File: src/hw/timer16_pkg.sv
// Purpose: shared constants and carriers for the 16-bit timer with capture
// Assumes: 32-bit APB, each register one aligned word
// Notes:   offsets are byte addresses
package timer16_pkg;

  localparam logic [11:0] OFF_CONTROL     = 12'h000;
  localparam logic [11:0] OFF_COUNT_LOW   = 12'h004;
  localparam logic [11:0] OFF_COUNT_HIGH  = 12'h008;
  localparam logic [11:0] OFF_CAPT_LOW    = 12'h00C;
  localparam logic [11:0] OFF_CAPT_HIGH   = 12'h010;
  localparam logic [11:0] OFF_CAPT_CTRL   = 12'h014;
  localparam logic [11:0] OFF_FLAGS       = 12'h018;
  localparam logic [11:0] OFF_SECOND_CTRL = 12'h01C;

  localparam int BIT_RUN      = 0;
  localparam int BIT_CLK_SRC  = 1;
  localparam int BIT_NOSYNC   = 2;
  localparam int BIT_OSC_EN   = 3;
  localparam int BIT_PRESC_LO = 4;
  localparam int BIT_SYSCLK   = 6;
  localparam int BIT_WIDE     = 7;

  localparam int BIT_FLAG_OVF  = 0;
  localparam int BIT_FLAG_CAPT = 1;

  localparam int BIT_SEL_SECOND = 0;

  localparam logic [7:0]  CONTROL_RESET   = 8'h00;
  localparam logic [15:0] COUNT_RESET     = 16'h0000;
  localparam logic [2:0]  PRESC_CNT_RESET = 3'h0;

  // capture mode field codes
  localparam logic [3:0] CAPT_OFF    = 4'h0;
  localparam logic [3:0] CAPT_FALL   = 4'h4;
  localparam logic [3:0] CAPT_RISE   = 4'h5;
  localparam logic [3:0] CAPT_RISE4  = 4'h6;
  localparam logic [3:0] CAPT_RISE16 = 4'h7;

  localparam logic [3:0] RISE4_LAST  = 4'h3;
  localparam logic [3:0] RISE16_LAST = 4'hF;

  typedef struct packed {
    logic       wide_access_mode;
    logic [1:0] input_prescale_sel;
    logic       timer_osc_enable;
    logic       ext_clock_nosync;
    logic       clock_source_sel;
    logic       timer_run_bit;
  } timer_ctrl_t;

  typedef struct packed {
    logic        fire;
    logic [15:0] value;
  } capture_evt_t;

endpackage

File: src/hw/capture_unit.sv
// Purpose: edge detector and prescaler for the capture input pin
// Assumes: pin already passed two flip-flops
// Notes:   counter restarts when the mode changes
`timescale 1ns/1ns
`default_nettype none
module capture_unit
  import timer16_pkg::*;
(
  input  wire logic         pclk,
  input  wire logic         presetn,
  input  wire logic         pin_sync,
  input  wire logic [3:0]   capture_mode_field,
  input  wire logic [15:0]  timer_value,
  output capture_evt_t      evt
);

  logic       pin_prev_r;
  logic [3:0] edge_cnt_r;
  logic [3:0] mode_prev_r;
  logic       rise;
  logic       fall;
  logic       hit;

  assign rise = pin_sync & ~pin_prev_r;
  assign fall = ~pin_sync & pin_prev_r;

  // the pin level is watched whatever drives it, so a port write counts
  always_ff @(posedge pclk or negedge presetn) begin
    if (!presetn) begin
      pin_prev_r <= 1'b0;
    end else begin
      pin_prev_r <= pin_sync;
    end
  end

  always_ff @(posedge pclk or negedge presetn) begin
    if (!presetn) begin
      mode_prev_r <= CAPT_OFF;
      edge_cnt_r  <= 4'h0;
    end else begin
      mode_prev_r <= capture_mode_field;
      if (capture_mode_field != mode_prev_r) begin
        edge_cnt_r <= 4'h0;
      end else if (rise) begin
        edge_cnt_r <= edge_cnt_r + 4'h1;
      end
    end
  end

  always_comb begin
    hit = 1'b0;
    case (capture_mode_field)
      CAPT_FALL:   hit = fall;
      CAPT_RISE:   hit = rise;
      CAPT_RISE4:  hit = rise && (edge_cnt_r[1:0] == RISE4_LAST[1:0]);
      CAPT_RISE16: hit = rise && (edge_cnt_r == RISE16_LAST);
      default:     hit = 1'b0;
    endcase
  end

  // the selected timer value is sampled in the event cycle itself
  always_ff @(posedge pclk or negedge presetn) begin
    if (!presetn) begin
      evt <= '0;
    end else begin
      evt.fire  <= hit;
      evt.value <= timer_value;
    end
  end

endmodule
`default_nettype wire

File: src/hw/timer16.sv
// Purpose: 16-bit timer/counter with control register and input capture
// Assumes: one clock pclk at 25 MHz, APB slave for software access
// Notes:   external clock and capture pin are asynchronous pins
`timescale 1ns/1ns
`default_nettype none

module timer16
  import timer16_pkg::*;
(
  input  wire logic        pclk,
  input  wire logic        presetn,
  input  wire logic        psel,
  input  wire logic        penable,
  input  wire logic        pwrite,
  input  wire logic [11:0] paddr,
  input  wire logic [31:0] pwdata,
  output logic      [31:0] prdata,
  output logic             pready,
  output logic             pslverr,
  input  wire logic        instr_clk_en,
  input  wire logic        ext_count_clock_pin,
  input  wire logic        capture_input_pin,
  input  wire logic        special_event_trigger,
  input  wire logic        sysclk_from_timer_osc,
  input  wire logic [15:0] second_timer_value,
  output logic             timer_osc_power,
  output logic             timer_overflow_flag,
  output logic             capture_event_flag,
  output logic             capture_to_second
);

  timer_ctrl_t  ctrl_r;
  logic [15:0]  count_r;
  logic [15:0]  capture_r;
  logic [3:0]   capture_mode_r;
  logic [7:0]   high_buf_r;
  logic [7:0]   wr_high_buf_r;
  logic         sel_second_r;
  logic         ovf_flag_r;
  logic         capt_flag_r;
  logic [2:0]   presc_cnt_r;
  logic [1:0]   ext_sync_r;
  logic         ext_prev_sync_r;
  logic         ext_prev_raw_r;
  logic [1:0]   capt_pin_r;
  logic [1:0]   sysclk_r;
  logic [31:0]  rdata_nxt;
  logic         wr_en;
  logic         rd_en;
  logic         mapped;
  logic         count_wr;
  logic         src_tick;
  logic         presc_tick;
  logic         count_tick;
  logic [2:0]   presc_last;
  logic [15:0]  capt_src;
  capture_evt_t evt;

  assign wr_en = psel && penable && pwrite;
  assign rd_en = psel && penable && !pwrite;
  // a software load of the count beats the tick, so no rollover happens then
  assign count_wr = wr_en && (paddr == OFF_COUNT_LOW
                    || (paddr == OFF_COUNT_HIGH && !ctrl_r.wide_access_mode));

  always_comb begin
    mapped = 1'b1;
    case (paddr)
      OFF_CONTROL, OFF_COUNT_LOW, OFF_COUNT_HIGH, OFF_CAPT_LOW,
      OFF_CAPT_HIGH, OFF_CAPT_CTRL, OFF_FLAGS, OFF_SECOND_CTRL:
        mapped = 1'b1;
      default:
        mapped = 1'b0;
    endcase
  end

  // pins from outside the clock domain pass two flip-flops first
  always_ff @(posedge pclk or negedge presetn) begin
    if (!presetn) begin
      ext_sync_r      <= 2'b00;
      ext_prev_sync_r <= 1'b0;
      ext_prev_raw_r  <= 1'b0;
      capt_pin_r      <= 2'b00;
      sysclk_r        <= 2'b00;
    end else begin
      ext_sync_r      <= {ext_sync_r[0], ext_count_clock_pin};
      ext_prev_sync_r <= ext_sync_r[1];
      ext_prev_raw_r  <= ext_sync_r[1];
      capt_pin_r      <= {capt_pin_r[0], capture_input_pin};
      sysclk_r        <= {sysclk_r[0], sysclk_from_timer_osc};
    end
  end

  // with one clock the unsynchronised path still needs the two flip-flops,
  // so both settings share one edge detector and the same latency
  always_comb begin
    if (!ctrl_r.clock_source_sel) begin
      src_tick = instr_clk_en;
    end else if (ctrl_r.ext_clock_nosync) begin
      src_tick = ext_sync_r[1] & ~ext_prev_raw_r;
    end else begin
      src_tick = ext_sync_r[1] & ~ext_prev_sync_r;
    end
  end

  always_comb begin
    case (ctrl_r.input_prescale_sel)
      2'b00:   presc_last = 3'h0;
      2'b01:   presc_last = 3'h1;
      2'b10:   presc_last = 3'h3;
      default: presc_last = 3'h7;
    endcase
  end

  assign presc_tick = src_tick && (presc_cnt_r >= presc_last);
  assign count_tick = presc_tick && ctrl_r.timer_run_bit;

  always_ff @(posedge pclk or negedge presetn) begin
    if (!presetn) begin
      presc_cnt_r <= PRESC_CNT_RESET;
    end else if (!ctrl_r.timer_run_bit) begin
      presc_cnt_r <= PRESC_CNT_RESET;
    end else if (presc_tick) begin
      presc_cnt_r <= PRESC_CNT_RESET;
    end else if (src_tick) begin
      presc_cnt_r <= presc_cnt_r + 3'h1;
    end
  end

  always_ff @(posedge pclk or negedge presetn) begin
    if (!presetn) begin
      ctrl_r <= timer_ctrl_t'(CONTROL_RESET[6:0]);
    end else if (wr_en && paddr == OFF_CONTROL) begin
      ctrl_r.wide_access_mode   <= pwdata[BIT_WIDE];
      ctrl_r.input_prescale_sel <= pwdata[BIT_PRESC_LO +: 2];
      ctrl_r.timer_osc_enable   <= pwdata[BIT_OSC_EN];
      ctrl_r.ext_clock_nosync   <= pwdata[BIT_NOSYNC];
      ctrl_r.clock_source_sel   <= pwdata[BIT_CLK_SRC];
      ctrl_r.timer_run_bit      <= pwdata[BIT_RUN];
    end
  end

  // count: trigger reset, then software writes, then counting
  always_ff @(posedge pclk or negedge presetn) begin
    if (!presetn) begin
      count_r <= COUNT_RESET;
    end else if (special_event_trigger) begin
      count_r <= COUNT_RESET;
    end else if (wr_en && paddr == OFF_COUNT_LOW) begin
      if (ctrl_r.wide_access_mode) begin
        count_r <= {wr_high_buf_r, pwdata[7:0]};
      end else begin
        count_r[7:0] <= pwdata[7:0];
      end
    end else if (wr_en && paddr == OFF_COUNT_HIGH
                 && !ctrl_r.wide_access_mode) begin
      count_r[15:8] <= pwdata[7:0];
    end else if (count_tick) begin
      count_r <= count_r + 16'h0001;
    end
  end

  // wide mode: high byte written to a buffer, low-byte read latches high
  always_ff @(posedge pclk or negedge presetn) begin
    if (!presetn) begin
      wr_high_buf_r <= 8'h00;
      high_buf_r    <= 8'h00;
    end else begin
      if (wr_en && paddr == OFF_COUNT_HIGH && ctrl_r.wide_access_mode) begin
        wr_high_buf_r <= pwdata[7:0];
      end
      if (rd_en && paddr == OFF_COUNT_LOW) begin
        high_buf_r <= count_r[15:8];
      end
    end
  end

  always_ff @(posedge pclk or negedge presetn) begin
    if (!presetn) begin
      capture_mode_r <= CAPT_OFF;
      sel_second_r   <= 1'b0;
    end else begin
      if (wr_en && paddr == OFF_CAPT_CTRL) begin
        capture_mode_r <= pwdata[3:0];
      end
      if (wr_en && paddr == OFF_SECOND_CTRL) begin
        sel_second_r <= pwdata[BIT_SEL_SECOND];
      end
    end
  end

  assign capt_src = sel_second_r ? second_timer_value : count_r;

  capture_unit u_capture (
    .pclk               (pclk),
    .presetn            (presetn),
    .pin_sync           (capt_pin_r[1]),
    .capture_mode_field (capture_mode_r),
    .timer_value        (capt_src),
    .evt                (evt)
  );

  always_ff @(posedge pclk or negedge presetn) begin
    if (!presetn) begin
      capture_r <= COUNT_RESET;
    end else if (evt.fire) begin
      capture_r <= evt.value;
    end
  end

  // flags: write one to clear, but a same-cycle set wins
  always_ff @(posedge pclk or negedge presetn) begin
    if (!presetn) begin
      ovf_flag_r  <= 1'b0;
      capt_flag_r <= 1'b0;
    end else begin
      if (count_tick && count_r == 16'hFFFF && !special_event_trigger
          && !count_wr) begin
        ovf_flag_r <= 1'b1;
      end else if (wr_en && paddr == OFF_FLAGS && pwdata[BIT_FLAG_OVF]) begin
        ovf_flag_r <= 1'b0;
      end
      if (evt.fire) begin
        capt_flag_r <= 1'b1;
      end else if (wr_en && paddr == OFF_FLAGS && pwdata[BIT_FLAG_CAPT]) begin
        capt_flag_r <= 1'b0;
      end
    end
  end

  always_comb begin
    rdata_nxt = 32'h0000_0000;
    case (paddr)
      OFF_CONTROL: begin
        rdata_nxt[BIT_WIDE]             = ctrl_r.wide_access_mode;
        rdata_nxt[BIT_SYSCLK]           = sysclk_r[1];
        rdata_nxt[BIT_PRESC_LO +: 2]    = ctrl_r.input_prescale_sel;
        rdata_nxt[BIT_OSC_EN]           = ctrl_r.timer_osc_enable;
        rdata_nxt[BIT_NOSYNC]           = ctrl_r.ext_clock_nosync;
        rdata_nxt[BIT_CLK_SRC]          = ctrl_r.clock_source_sel;
        rdata_nxt[BIT_RUN]              = ctrl_r.timer_run_bit;
      end
      OFF_COUNT_LOW:   rdata_nxt[15:0] = ctrl_r.wide_access_mode
                                         ? {8'h00, count_r[7:0]}
                                         : {8'h00, count_r[7:0]};
      OFF_COUNT_HIGH:  rdata_nxt[7:0]  = ctrl_r.wide_access_mode
                                         ? high_buf_r : count_r[15:8];
      OFF_CAPT_LOW:    rdata_nxt[7:0]  = capture_r[7:0];
      OFF_CAPT_HIGH:   rdata_nxt[7:0]  = capture_r[15:8];
      OFF_CAPT_CTRL:   rdata_nxt[3:0]  = capture_mode_r;
      OFF_FLAGS: begin
        rdata_nxt[BIT_FLAG_OVF]  = ovf_flag_r;
        rdata_nxt[BIT_FLAG_CAPT] = capt_flag_r;
      end
      OFF_SECOND_CTRL: rdata_nxt[BIT_SEL_SECOND] = sel_second_r;
      default:         rdata_nxt = 32'h0000_0000;
    endcase
  end

  // no wait state: pready rises in the first access cycle, from a flop
  always_ff @(posedge pclk or negedge presetn) begin
    if (!presetn) begin
      pready  <= 1'b0;
      pslverr <= 1'b0;
      prdata  <= 32'h0000_0000;
    end else begin
      pready  <= psel && !penable;
      pslverr <= psel && !penable && !mapped;
      prdata  <= (psel && !penable && !pwrite) ? rdata_nxt : 32'h0000_0000;
    end
  end

  always_ff @(posedge pclk or negedge presetn) begin
    if (!presetn) begin
      timer_osc_power     <= 1'b0;
      timer_overflow_flag <= 1'b0;
      capture_event_flag  <= 1'b0;
      capture_to_second   <= 1'b0;
    end else begin
      timer_osc_power     <= ctrl_r.timer_osc_enable;
      timer_overflow_flag <= ovf_flag_r;
      capture_event_flag  <= capt_flag_r;
      capture_to_second   <= sel_second_r;
    end
  end

endmodule
`default_nettype wire

File: config.mk
export PLATFORM = sky130hd
export DESIGN_NAME = timer16
export DESIGN_NICKNAME = d
export VERILOG_FILES = /design/src/hw/timer16_pkg.sv /design/src/hw/capture_unit.sv /design/src/hw/timer16.sv
export SDC_FILE = /design/constraint.sdc
export NUM_CORES = 1
export LEC_CHECK = 0
export ABC_AREA = 1
export BUFFER_PORTS_ARGS = -buffer_cell sky130_fd_sc_hd__buf_2
export CAP_MARGIN = 15
export CORE_MARGIN = 3
export CORE_UTILIZATION = 43
export CTS_BUF_LIST = sky130_fd_sc_hd__clkbuf_8
export CTS_CLUSTER_DIAMETER = 120
export CTS_CLUSTER_SIZE = 24
export DETAILED_ROUTE_END_ITERATION = 8
export RECOVER_POWER = 50
export SYNTH_ARGS = -nofsm -noshare
export SYNTH_HDL_FRONTEND = slang
export SYNTH_SLANG_ARGS = --single-unit
File: constraint.sdc
create_clock -name pclk -period 2.5 [get_ports pclk]
set_input_delay 0.375 -clock pclk [delete_from_list [all_inputs] [get_ports pclk]]
set_output_delay 0.375 -clock pclk [all_outputs]
set_load 0.02 [all_outputs]
## Yosys cells after proc, flatten, opt, wreduce, memory -nomap -nowiden

Memory sizes are Yosys's and may differ from the RTL's.
Index checks and enable logic that the tools add are counted.

| word-level totals | value |
|---|---|
| register bits | 112 |
| latch bits | 0 |
| memory bits (writable) | 0 |
| ROM bits | 32 |
| bits of input ports | 70 |
| output and inout port bits | 38 |
| word-level logic and storage cells | 132 |
| memories kept | 1 |

Memory list:

| memory | words | bits a word | read ports | clocked after memory_dff | write ports | RTL line | text |
|---|---|---|---|---|---|---|---|
| (name not given) | 32 | 1 | 1 | 0 | 0 | timer16.sv:67 | `case (paddr)` |

| cells by class | value |
|---|---|
| add/subtract/negate cells | 3 |
| multipliers | 0 |
| div/mod/pow operators | 0 |
| $lt $le $gt $ge | 1 |
| equality and inequality tests | 20 |
| shift-type cells | 0 |
| mux-type cells | 26 |
| bitwise operators | 6 |
| reduce and logical (&&, ||, !) cells | 43 |

Operators with widths:

| kind | number |
|---|---|
| $mux W16 | 4 |
| $eq A12 B5 Y1 const B | 4 |
| $mux W8 | 5 |
| $logic_and A1 B1 Y1 | 26 |
| $eq A12 B4 Y1 const B | 2 |
| $pmux W4 S5 | 1 |
| $add A16 B1 Y16 const B | 1 |
| $eq A16 B16 Y1 const B | 1 |
| $eq A4 B3 Y1 const B | 4 |
| $eq A12 B3 Y1 const B | 1 |
| $logic_not A12 Y1 | 1 |
| $pmux W2 S6 | 1 |
| $mux W3 | 3 |
| $pmux W3 S3 | 1 |
| $mux W4 | 2 |
| $pmux W1 S8 | 1 |
| $logic_not A7 Y1 | 1 |
| $pmux W1 S7 | 1 |
| $logic_not A1 Y1 | 6 |
| $mux W1 | 6 |
| $ne A3 B3 Y1 const B | 2 |
| $reduce_bool A2 Y1 | 3 |
| $add A4 B1 Y4 const B | 1 |
| $eq A2 B2 Y1 const B | 2 |
| other kinds (14) | 19 |

## Longest topological paths before layout

Gate-level depths: netlist (run 1).

| logic depth | value |
|---|---|
| depth in word-level cells | 9 |
| gate-level depth with buffers | 12 |

## Cells and area by module

From an unflattened synthesis (run 1), not the netlist that was laid out.

| second synthesis, totals | value |
|---|---|
| cells, all modules | 722 |
| area total of the unflattened synthesis | 5,721.7 um^2 |

Modules (own cells, without submodules):

| module | times used | cells an instance | area an instance (um^2) | sequential area each (um^2) |
|---|---|---|---|---|
| timer16 | 1 | 636 | 4,805.9 | 2,152.1 |
| capture_unit | 1 | 86 | 915.9 | 650.6 |

## Worst setup path after synthesis (run 1)

OpenSTA, ideal clock, no wires.

| timing | value |
|---|---|
| path type | register -> register |
| from | reg ctrl_r[5] in the netlist's numbering |
| to | reg count_r[6] |
| arrival | 1.521 ns |
| setup slack | 0.857 ns |
| stages on the path, launching flop included | 10 |
| path buffers | 1 |
| clock period less this slack | 1.643 ns |
| path through | dfrtp_1 nand2_1 ha_1 a21oi_1 nand3_1 nand3_1 nand3_1 o21ai_2 buf_4 o21ai_1 |

| between the ends | value |
|---|---|
| word-level cells in the longest chain between the ends | 7 |
| elaborated cells between the ends (all ways) | 9 |
| classes of those cells | order compare (1); eq/ne (2); mux (1); reduce/logical (5) |

Ends and longest elaborated chain:

| element | RTL line | text |
|---|---|---|
| from (decl) | timer16.sv:32 | `timer_ctrl_t ctrl_r;` |
| from (signal assigned) | timer16.sv:131 | `ctrl_r <= timer_ctrl_t'(CONTROL_RESET[6:0]);` |
| $eq A2 B2 Y1, or another cell as far along | timer16.sv:106 | `case (ctrl_r.input_prescale_sel)` |
| $pmux W3 S3 * | timer16.sv:106 |  |
| $ge A3 B3 Y1 * | timer16.sv:114 | `assign presc_tick = src_tick && (presc_cnt_r >= presc_last);` |
| $logic_and A1 B1 Y1 * | timer16.sv:114 |  |
| $logic_and A1 B1 Y1 * | timer16.sv:115 | `assign count_tick = presc_tick && ctrl_r.timer_run_bit;` |
| $reduce_bool A3 Y1 (no source line) * | -- |  |
| $reduce_and A2 Y1 (no source line) * | -- |  |
| to (signal assigned) | timer16.sv:150 | `count_r <= {wr_high_buf_r, pwdata[7:0]};` |
| to (signal assigned) | timer16.sv:152 | `count_r[7:0] <= pwdata[7:0];` |
| to (signal assigned) | timer16.sv:158 | `count_r <= count_r + 16'h0001;` |
| to (decl) | timer16.sv:33 | `logic [15:0] count_r;` |

Every way passes the cells marked *; elsewhere a longest branch is shown, timed or not.
A chain may end at the register's enable or synchronous reset.

## Worst setup path in the final report (run 1)

| timing | value |
|---|---|
| from | reg ctrl_r[5] in the netlist's numbering |
| to | reg count_r[13] |

| between the ends | value |
|---|---|
| word-level cells in the longest chain between the ends | 7 |
| elaborated cells between the ends (all ways) | 9 |
| classes of those cells | order compare (1); eq/ne (2); mux (1); reduce/logical (5) |

Ends and longest elaborated chain:

| element | RTL line | text |
|---|---|---|
| $eq A2 B2 Y1, or another cell as far along | timer16.sv:106 |  |
| $pmux W3 S3 * | timer16.sv:106 |  |
| $ge A3 B3 Y1 * | timer16.sv:114 |  |
| $logic_and A1 B1 Y1 * | timer16.sv:114 |  |
| $logic_and A1 B1 Y1 * | timer16.sv:115 |  |
| $reduce_bool A4 Y1 (no source line) * | -- |  |
| $reduce_and A2 Y1 (no source line) * | -- |  |
| to (signal assigned) | timer16.sv:150 |  |
| to (signal assigned) | timer16.sv:156 | `count_r[15:8] <= pwdata[7:0];` |
| to (signal assigned) | timer16.sv:158 |  |

Marks and branches as above.

==> summary.txt, run 1 <==
Status
  – Status: completed

Clocking
  – Hold_buf cts: 0
  – Root buf cell: clkbuf_8
  – Resize count post-CTS: 0
  – Clock sink count: 112
  – Post-CTS Setup Inserts: 0
  – H-tree levels: 3
  – CTS clk-pin slew, worst paths: 0.11 ns
  – TritonCTS Buffers: 9
  – CTS tree: done
  – Worst-skew pair later-pin latency: 0.39 ns
  – Deepest clock path buffer count: 2

Finish
  – Fin util: 49.4%
  – Syn-to-layout area delta: 10.6%
  – Layout Cell Area excl Fill: 6360 µm²
  – Layout cell share with drive strength beyond 1: 15.5%
  – N_diodes: 0
  – Post-layout nets: roughly 850
  – Non-Filler Instances: 955

Setup path
  – CP Class: reg2reg
  – Crit. End Element: register
  – Critical Path Start Type: register
  – Crit Path Max Fanout: 8
  – Data required, critical path: 2.83 ns
  – Worst Path Arrival: 2.34 ns
  – R2r setup slk: 0.49 ns
  – Reg2Reg Depth: 9

Timing
  – Worst slew pin tran: roughly 1.3 ns
  – RSZ-0062 raised after global routing: false
  – Fin Clk Skew: 0.0128 ns
  – Fin Setup TNS: 0 ns
  – Fin. Hold Viols: 0
  – Final Cycle Share: 80.5%
  – Fmax: 497 MHz
  – Max-slew violation count: 0
  – Tmin final: 2.01 ns
  – Final Setup Violations: 0
  – Max-slew headroom: 13.1%

Die
  – Ports: 108
  – CORE AREA: 12,900 µm²
  – Die H: 122 µm
  – Rows: 41
  – DIE AREA: 14,800 µm²
  – Initial Util: 44.7%
  – Die W: 122 µm

Synth
  – Avg Cell Area, Syn: around 8 µm²
  – Area of the mapped netlist: 5750 µm²
  – Cell taking the most area after synthesis: dfrtp_1
  – Post-Syn Instances: 717
  – Register area share after synthesis: between 40% and 50%
  – Ranking of synthesized cells by area: dfrtp_1 49%, nand2_1 13%, o21ai_0 6.6%, inv_1 4.9%, nand3_1 3.4%
  – Synth Register Bits: 112
  – Post-synthesis cell type count: 41
  – Synth warn: 0
  – Yosys top cell area share: 48.7%

Pwr
  – Power Density: 521 nW/µm²
  – Net Sw Frac: about a quarter
  – Clk network pwr share: 34.6%
  – P_int: roughly 2.4 mW
  – Total power: 3.31 mW
  – Switching pwr: 0.873 mW
  – Gate power share: 8.4%
  – Leakage: 3.11 nW
  – Maximum vdd drop: ~0.00031 V
  – Sequential Power Share: 57.0%

Hold path
  – WHS Path Cells: 1
  – Worst hold-check path type: in2reg

GRT
  – Initial antenna violation count: 0
  – Global-route met1 utilization: 29.2%
  – GR Util met3: 2.92%
  – Congestion Overflow GR: 0
  – Met2 usage: around a third
  – Vias in the first global route: about 4,600
  – GR peak layer: met2
  – Global-route wire length before repair: 23,400 µm
  – Pin count of the biggest net entering global routing: 50
  – GRT Overall Usage: ~20%

Drt
  – DR pass1 iterations: 5
  – Vias per cell: 5.02
  – Final wirelength: approximately 14,000 µm
  – DRC: 0
  – Routed len/inst: roughly 15 µm
  – Drt initial violations: 392
  – Routed Antenna Nets: 0
  – Via count: 4,795

Placed design
  – Post-DP HPWL: 10,900 µm
  – Final RePlAce weighted congestion: 0.954
  – Placed cell areas: 6170 µm²
  – Port bufs: 59
  – Dpl cells: 939

Flow run
  – MaxCap Viol Count: 0
[cells by family after synthesis]
kind of cell,synth area share (%)
flops,48.7
compound gates,13.3
buf+inv,10.1
xor+xnor,1.67
other cells,0.0652
simple gates,24.7
fa+ha+maj,1.30
mux,0.196
[per-layer routing]
layer  wire length (µm)  share of wire (%)
met1               6750                 47
met5                  0                  0
met2               6480                 45
met4                253                1.8
met3                771                5.4
[cells in the mapped netlist]
master and n:
o21bai_1 1, mux2_2 1, or2_2 1, buf_8 1, buf_2 4, nor2_4 5, nand2_4 1, o31ai_1 1
nand3_2 3, o21a_1 1, dfrtp_1 112, nor2_1 49, o21ai_2 10, a32o_1 1, o22ai_1 4, nand4_1 5
buf_6 1, inv_4 1, o21ai_0 76, or3_1 1, nand4_2 2, a211oi_1 1, clkbuf_1 11, o21ai_1 17
inv_1 75, nand2_2 4, nor2_2 6, inv_2 4, buf_4 25, xor2_1 7, a21oi_1 10, nor3_1 9
o211ai_1 12, a31oi_1 1, conb_1 1, xnor2_1 4, nand2_1 202, ha_1 6, nand3_1 39, clkinv_1 1
nand3b_1 1
[placed cells by master (no fill, tap or decap), types with 7 or more instances in the layout]
| cell type | netlist | final |
|---|---|---|
| a21oi_1 | 10 | 10 |
| nor3_1 | 9 | 9 |
| xor2_1 | 7 | 7 |
| dfrtp_1 | 112 | 112 |
| conb_1 | 1 | 24 |
| buf_4 | 25 | 8 |
| o21ai_2 | 10 | 10 |
| inv_1 | 75 | 75 |
| o21ai_0 | 76 | 76 |
| clkbuf_8 | 0 | 10 |
| o21ai_1 | 17 | 17 |
| nor2_1 | 49 | 49 |
| buf_2 | 4 | 57 |
| o211ai_1 | 12 | 12 |
| nand3_1 | 39 | 39 |
| nand2_1 | 202 | 202 |
[power by group through the flow]
stage	Combinational, mW	Clock, mW	Sequential, mW
after detailed placement	0.280	0	1.92
after global routing	0.319	1.24	1.89
after floorplan	0.177	0	1.92
final	0.278	1.15	1.89
after CTS	0.282	1.17	1.89
after global placement	0.272	0	1.92
[worst max-delay path, stage by stage, from the launching register on]
cell	delay, ns
dfrtp_1	0.49
nand2_1	0.09
ha_1	0.32
a21oi_1	0.13
nand3_1	0.11
nand3_1	0.18
nand2_1	0.09
o21ai_2	0.35
nand2_1	0.10
nand2_1	0.09
[state kept, by name, indices dropped and copies added (netlist names), 2 cells and up]
signal / cells
u_capture.evt: 17
capture_r: 16
count_r: 16
high_buf_r: 8
prdata: 8
wr_high_buf_r: 8
ctrl_r: 7
capture_mode_r: 4
u_capture.edge_cnt_r: 4
u_capture.mode_prev_r: 4
presc_cnt_r: 3
capt_pin_r: 2
ext_sync_r: 2
sysclk_r: 2
[area by class of cell]
type                            instances  area, µm²
Fill cell                            1286       6510
Sequential cell                       112       2800
Multi-Input combinational cell        505       2460
Timing Repair Buffer                   69        378
Inverter                               81        307
Tap cell                              172        215
Clock buffer                           10        138
Clock inverter                          6       66.3
[path summary, 6_finish.rpt]
kind,start,endpoint
hold reg to reg,sysclk_r[0],sysclk_r[1]
min in group asynchronous,presetn,prdata[2]
setup reg to reg,ctrl_r[5],count_r[13]
hold / removal,ext_count_clock_pin,ext_sync_r[0]
setup / recovery,ctrl_r[5],count_r[13]
max in group asynchronous,presetn,wr_high_buf_r[5]
[stage by stage]
stage / hold WS (ns) / setup slack (ns)
2_1_floorplan: 0.0794 / 0.857
3_3_place_gp: 0.335 / 0.456
3_5_place_dp: 0.340 / 0.447
4_1_cts: 0.0193 / 0.496
5_1_grt: 0.0707 / 0.270
6_report: 0.0852 / 0.488
(Power assumes the default switching activity.)
==> run 2: changes to the inputs <==
PLACE_DENSITY = 0.67   (was not set)
clock period = 1.68 ns   (was 2.5 ns; I/O delays follow)
==> run 2 against run 1 <==
  * The flow now finishes with violations (negative setup slack)
  * Cell count rose by 5.3%
  * Combinational power is 77% higher
  * Global-route usage is 1.3 points higher
  * Largest power group unchanged
  * Highest routed layer unchanged
==> summary.txt, run 2 (synthesized netlist as in run 1, its figures left out) <==
Status
  – Status: complete, but fails checks
  – Failing checks: negative setup slack

Drt
  – DR pass1 iterations: 4 (-1)
  – Final wirelength: 15,300 µm (+7.2%)
  – Drt initial violations: 333 (-15%)
  – Routed len/inst: 15.2 µm (+1.7%)
  – DRC: 0 (unchanged)
  – Via count: 5,088 (+6.1%)
  – Routed Antenna Nets: 0 (unchanged)
  – Vias per cell: 5.06 (+0.73%)

Placed design
  – Post-DP HPWL: 11,700 µm (+8.1%)
  – Placed cell areas: 6530 µm² (+5.9%)
  – Worst slack, placed: -0.0749 ns (-0.522 ns)
  – Port bufs: 59 (unchanged)
  – Dpl cells: 979 (+4.3%)
  – Final RePlAce weighted congestion: 0.930 (-2.6%)

Setup path
  – Worst r2r dst: ovf_flag_r
  – Reg2Reg Depth: 8 (-1)
  – CP Class: reg2reg
  – Crit Path Max Fanout: 4 (-4)
  – Worst Path Arrival: 2.01 ns (-0.33 ns)
  – Reg2reg start: ctrl_r[4]
  – Crit. End Element: register
  – Data required, critical path: 1.99 ns (-0.84 ns)
  – R2r setup slk: -0.01 ns (-0.50 ns)
  – Critical Path Start Type: register

Die
  – Die H: 122 µm (unchanged)
  – CORE AREA: 12,900 µm² (unchanged)
  – DIE AREA: 14,800 µm² (unchanged)
  – Die W: 122 µm (unchanged)
  – Rows: 41 (unchanged)
  – Initial Util: 44.7% (unchanged)
  – Ports: 108 (unchanged)

Finish
  – Most frequent cells in the layout: 184 x nand2_1, 111 x dfrtp_1, 75 x o21ai_0, 72 x inv_1, 57 x buf_2
  – Layout Cell Area excl Fill: 7020 µm² (+10%)
  – Largest Register: u_capture.evt
  – Filler Cells Inserted: 1,237 (-3.8%)
  – N_diodes: 0 (unchanged)
  – Commonest non-fill, non-tap cell in the layout: nand2_1
  – Syn-to-layout area delta: 22.1%
  – Layout cell share with drive strength beyond 1: 24.9% (+9.5 points)
  – Fin util: 54.6% (+5.1 points)
  – Largest regs: u_capture.evt: 17 flops, capture_r: 16 flops, count_r: 16 flops
  – Max FFs per register: 17 (unchanged)
  – Post-layout nets: 905 (+6.0%)
  – Non-Filler Instances: 1,006 (+5.3%)

Timing
  – Max-slew violation count: 0 (unchanged)
  – Tmin final: 1.69 ns (-0.318 ns)
  – Final hold slack: 0.0240 ns (-0.0612 ns)
  – Post-route setup slack: -0.0142 ns (-0.502 ns)
  – Fin Setup TNS: -0.0151 ns (-0.0151 ns)
  – Fin. Hold Viols: 0 (unchanged)
  – Fin Clk Skew: 0.0133 ns (+0.000491 ns)
  – Worst slew pin tran: 0.723 ns (-0.581 ns)
  – Final Cycle Share: 101% (+20 points)
  – RSZ-0062 raised after global routing: true
  – Fmax: 590 MHz (+19%)
  – Max-slew headroom: 51.8% (+39 points)
  – Final Setup Violations: 2 (+2)

GRT
  – Initial antenna violation count: 0 (unchanged)
  – Pin count of the biggest net entering global routing: 57 (+14%)
  – GRT Overall Usage: 21.5% (+1.3 points)
  – Vias in the first global route: 4,859 (+5.3%)
  – Global-route wire length before repair: 24,700 µm (+5.7%)
  – Congestion Overflow GR: 0 (unchanged)

Pwr
  – Maximum vdd drop: 0.000348 V (+11%)
  – Power Density: 732 nW/µm² (+41%)
  – Total power: 5.14 mW (+55%)
  – Leakage: 3.45 nW (+11%)

Hold path
  – Hold Path End: pslverr
  – Hold Startpoint: penable
  – Worst hold-check path type: in2reg
  – WHS Path Cells: 2 (+1)

Clocking
  – TritonCTS Buffers: 9 (unchanged)
  – Worst-skew pair later-pin latency: 0.40 ns (about the same)
  – Deepest clock path buffer count: 2 (unchanged)
  – Root buf cell: clkbuf_8
  – CTS clk-pin slew, worst paths: 0.11 ns (about the same)
  – Clock sink count: 112 (unchanged)
  – H-tree levels: 3 (unchanged)
  – CTS tree: done

Flow run
  – MaxCap Viol Count: 0 (unchanged)
[run 2: cell count changes in the layout (fill, tap and decap cells not counted), sizes merged]
cell         before  now
dlygate4sd3       0    4
bufinv            1    2
clkinvlp          0    1
clkinv            4    3
buf              66  112
clkbuf           13   14
inv              82   81
[run 2: area by class of cell]
type	count	area (µm²)	area share [%]
Sequential cell	112	2800	39.9
Multi-Input combinational cell	505	2640	37.6
Timing Repair Buffer	120	832	11.8
Inverter	81	307	4.36
Tap cell	172	215	3.06
Clock buffer	10	138	1.96
Clock inverter	6	90.1	1.28
[run 2: critical path: stages, from the launching register on]
cell and delay, ns:
dfrtp_1 0.41, nand2_2 0.09, ha_4 0.29, nand3_1 0.11, nand3_2 0.11, nand3_4 0.11
buf_4 0.17, buf_4 0.12, o31ai_1 0.22
[run 2: repair_timing]
action	CTS	global route
cloned	1	0
endpoints found under the hold margin	115	0
setup endpoints to repair	16	17
gates resized for setup	14	39
hold buffers	4	0
setup buffers	0	6
pin swaps	2	14
[run 2: routing by layer]
metal	part of all wire, %	wire length, µm	track usage, %
met5	0	0	0
met4	1.7	267	6.51
met3	4.2	643	3.57
met2	49	7430	35.2
met1	45	6950	29.7
[run 2: how the worst max path moves through the flow]
stage,start,endpoint,slack [ns],depth (start not counted)
final,ctrl_r[4],ovf_flag_r,-0.01,8
after global routing,ctrl_r[4],count_r[15],-0.11,10
after CTS,ctrl_r[4],count_r[1],0.002,11
after detailed placement,paddr[5],wr_high_buf_r[3],-0.07,9
after global placement,paddr[1],prdata[3],-0.02,11
after floorplan,ctrl_r[5],count_r[6],0.04,9
[run 2: power breakdown]
| group | switching [mW] | leakage, nW | internal, mW |
|---|---|---|---|
| logic | 0.313 | 1.82 | 0.180 |
| registers | 0.0502 | 1.52 | 2.76 |
| clock network | 0.953 | 0.113 | 0.886 |
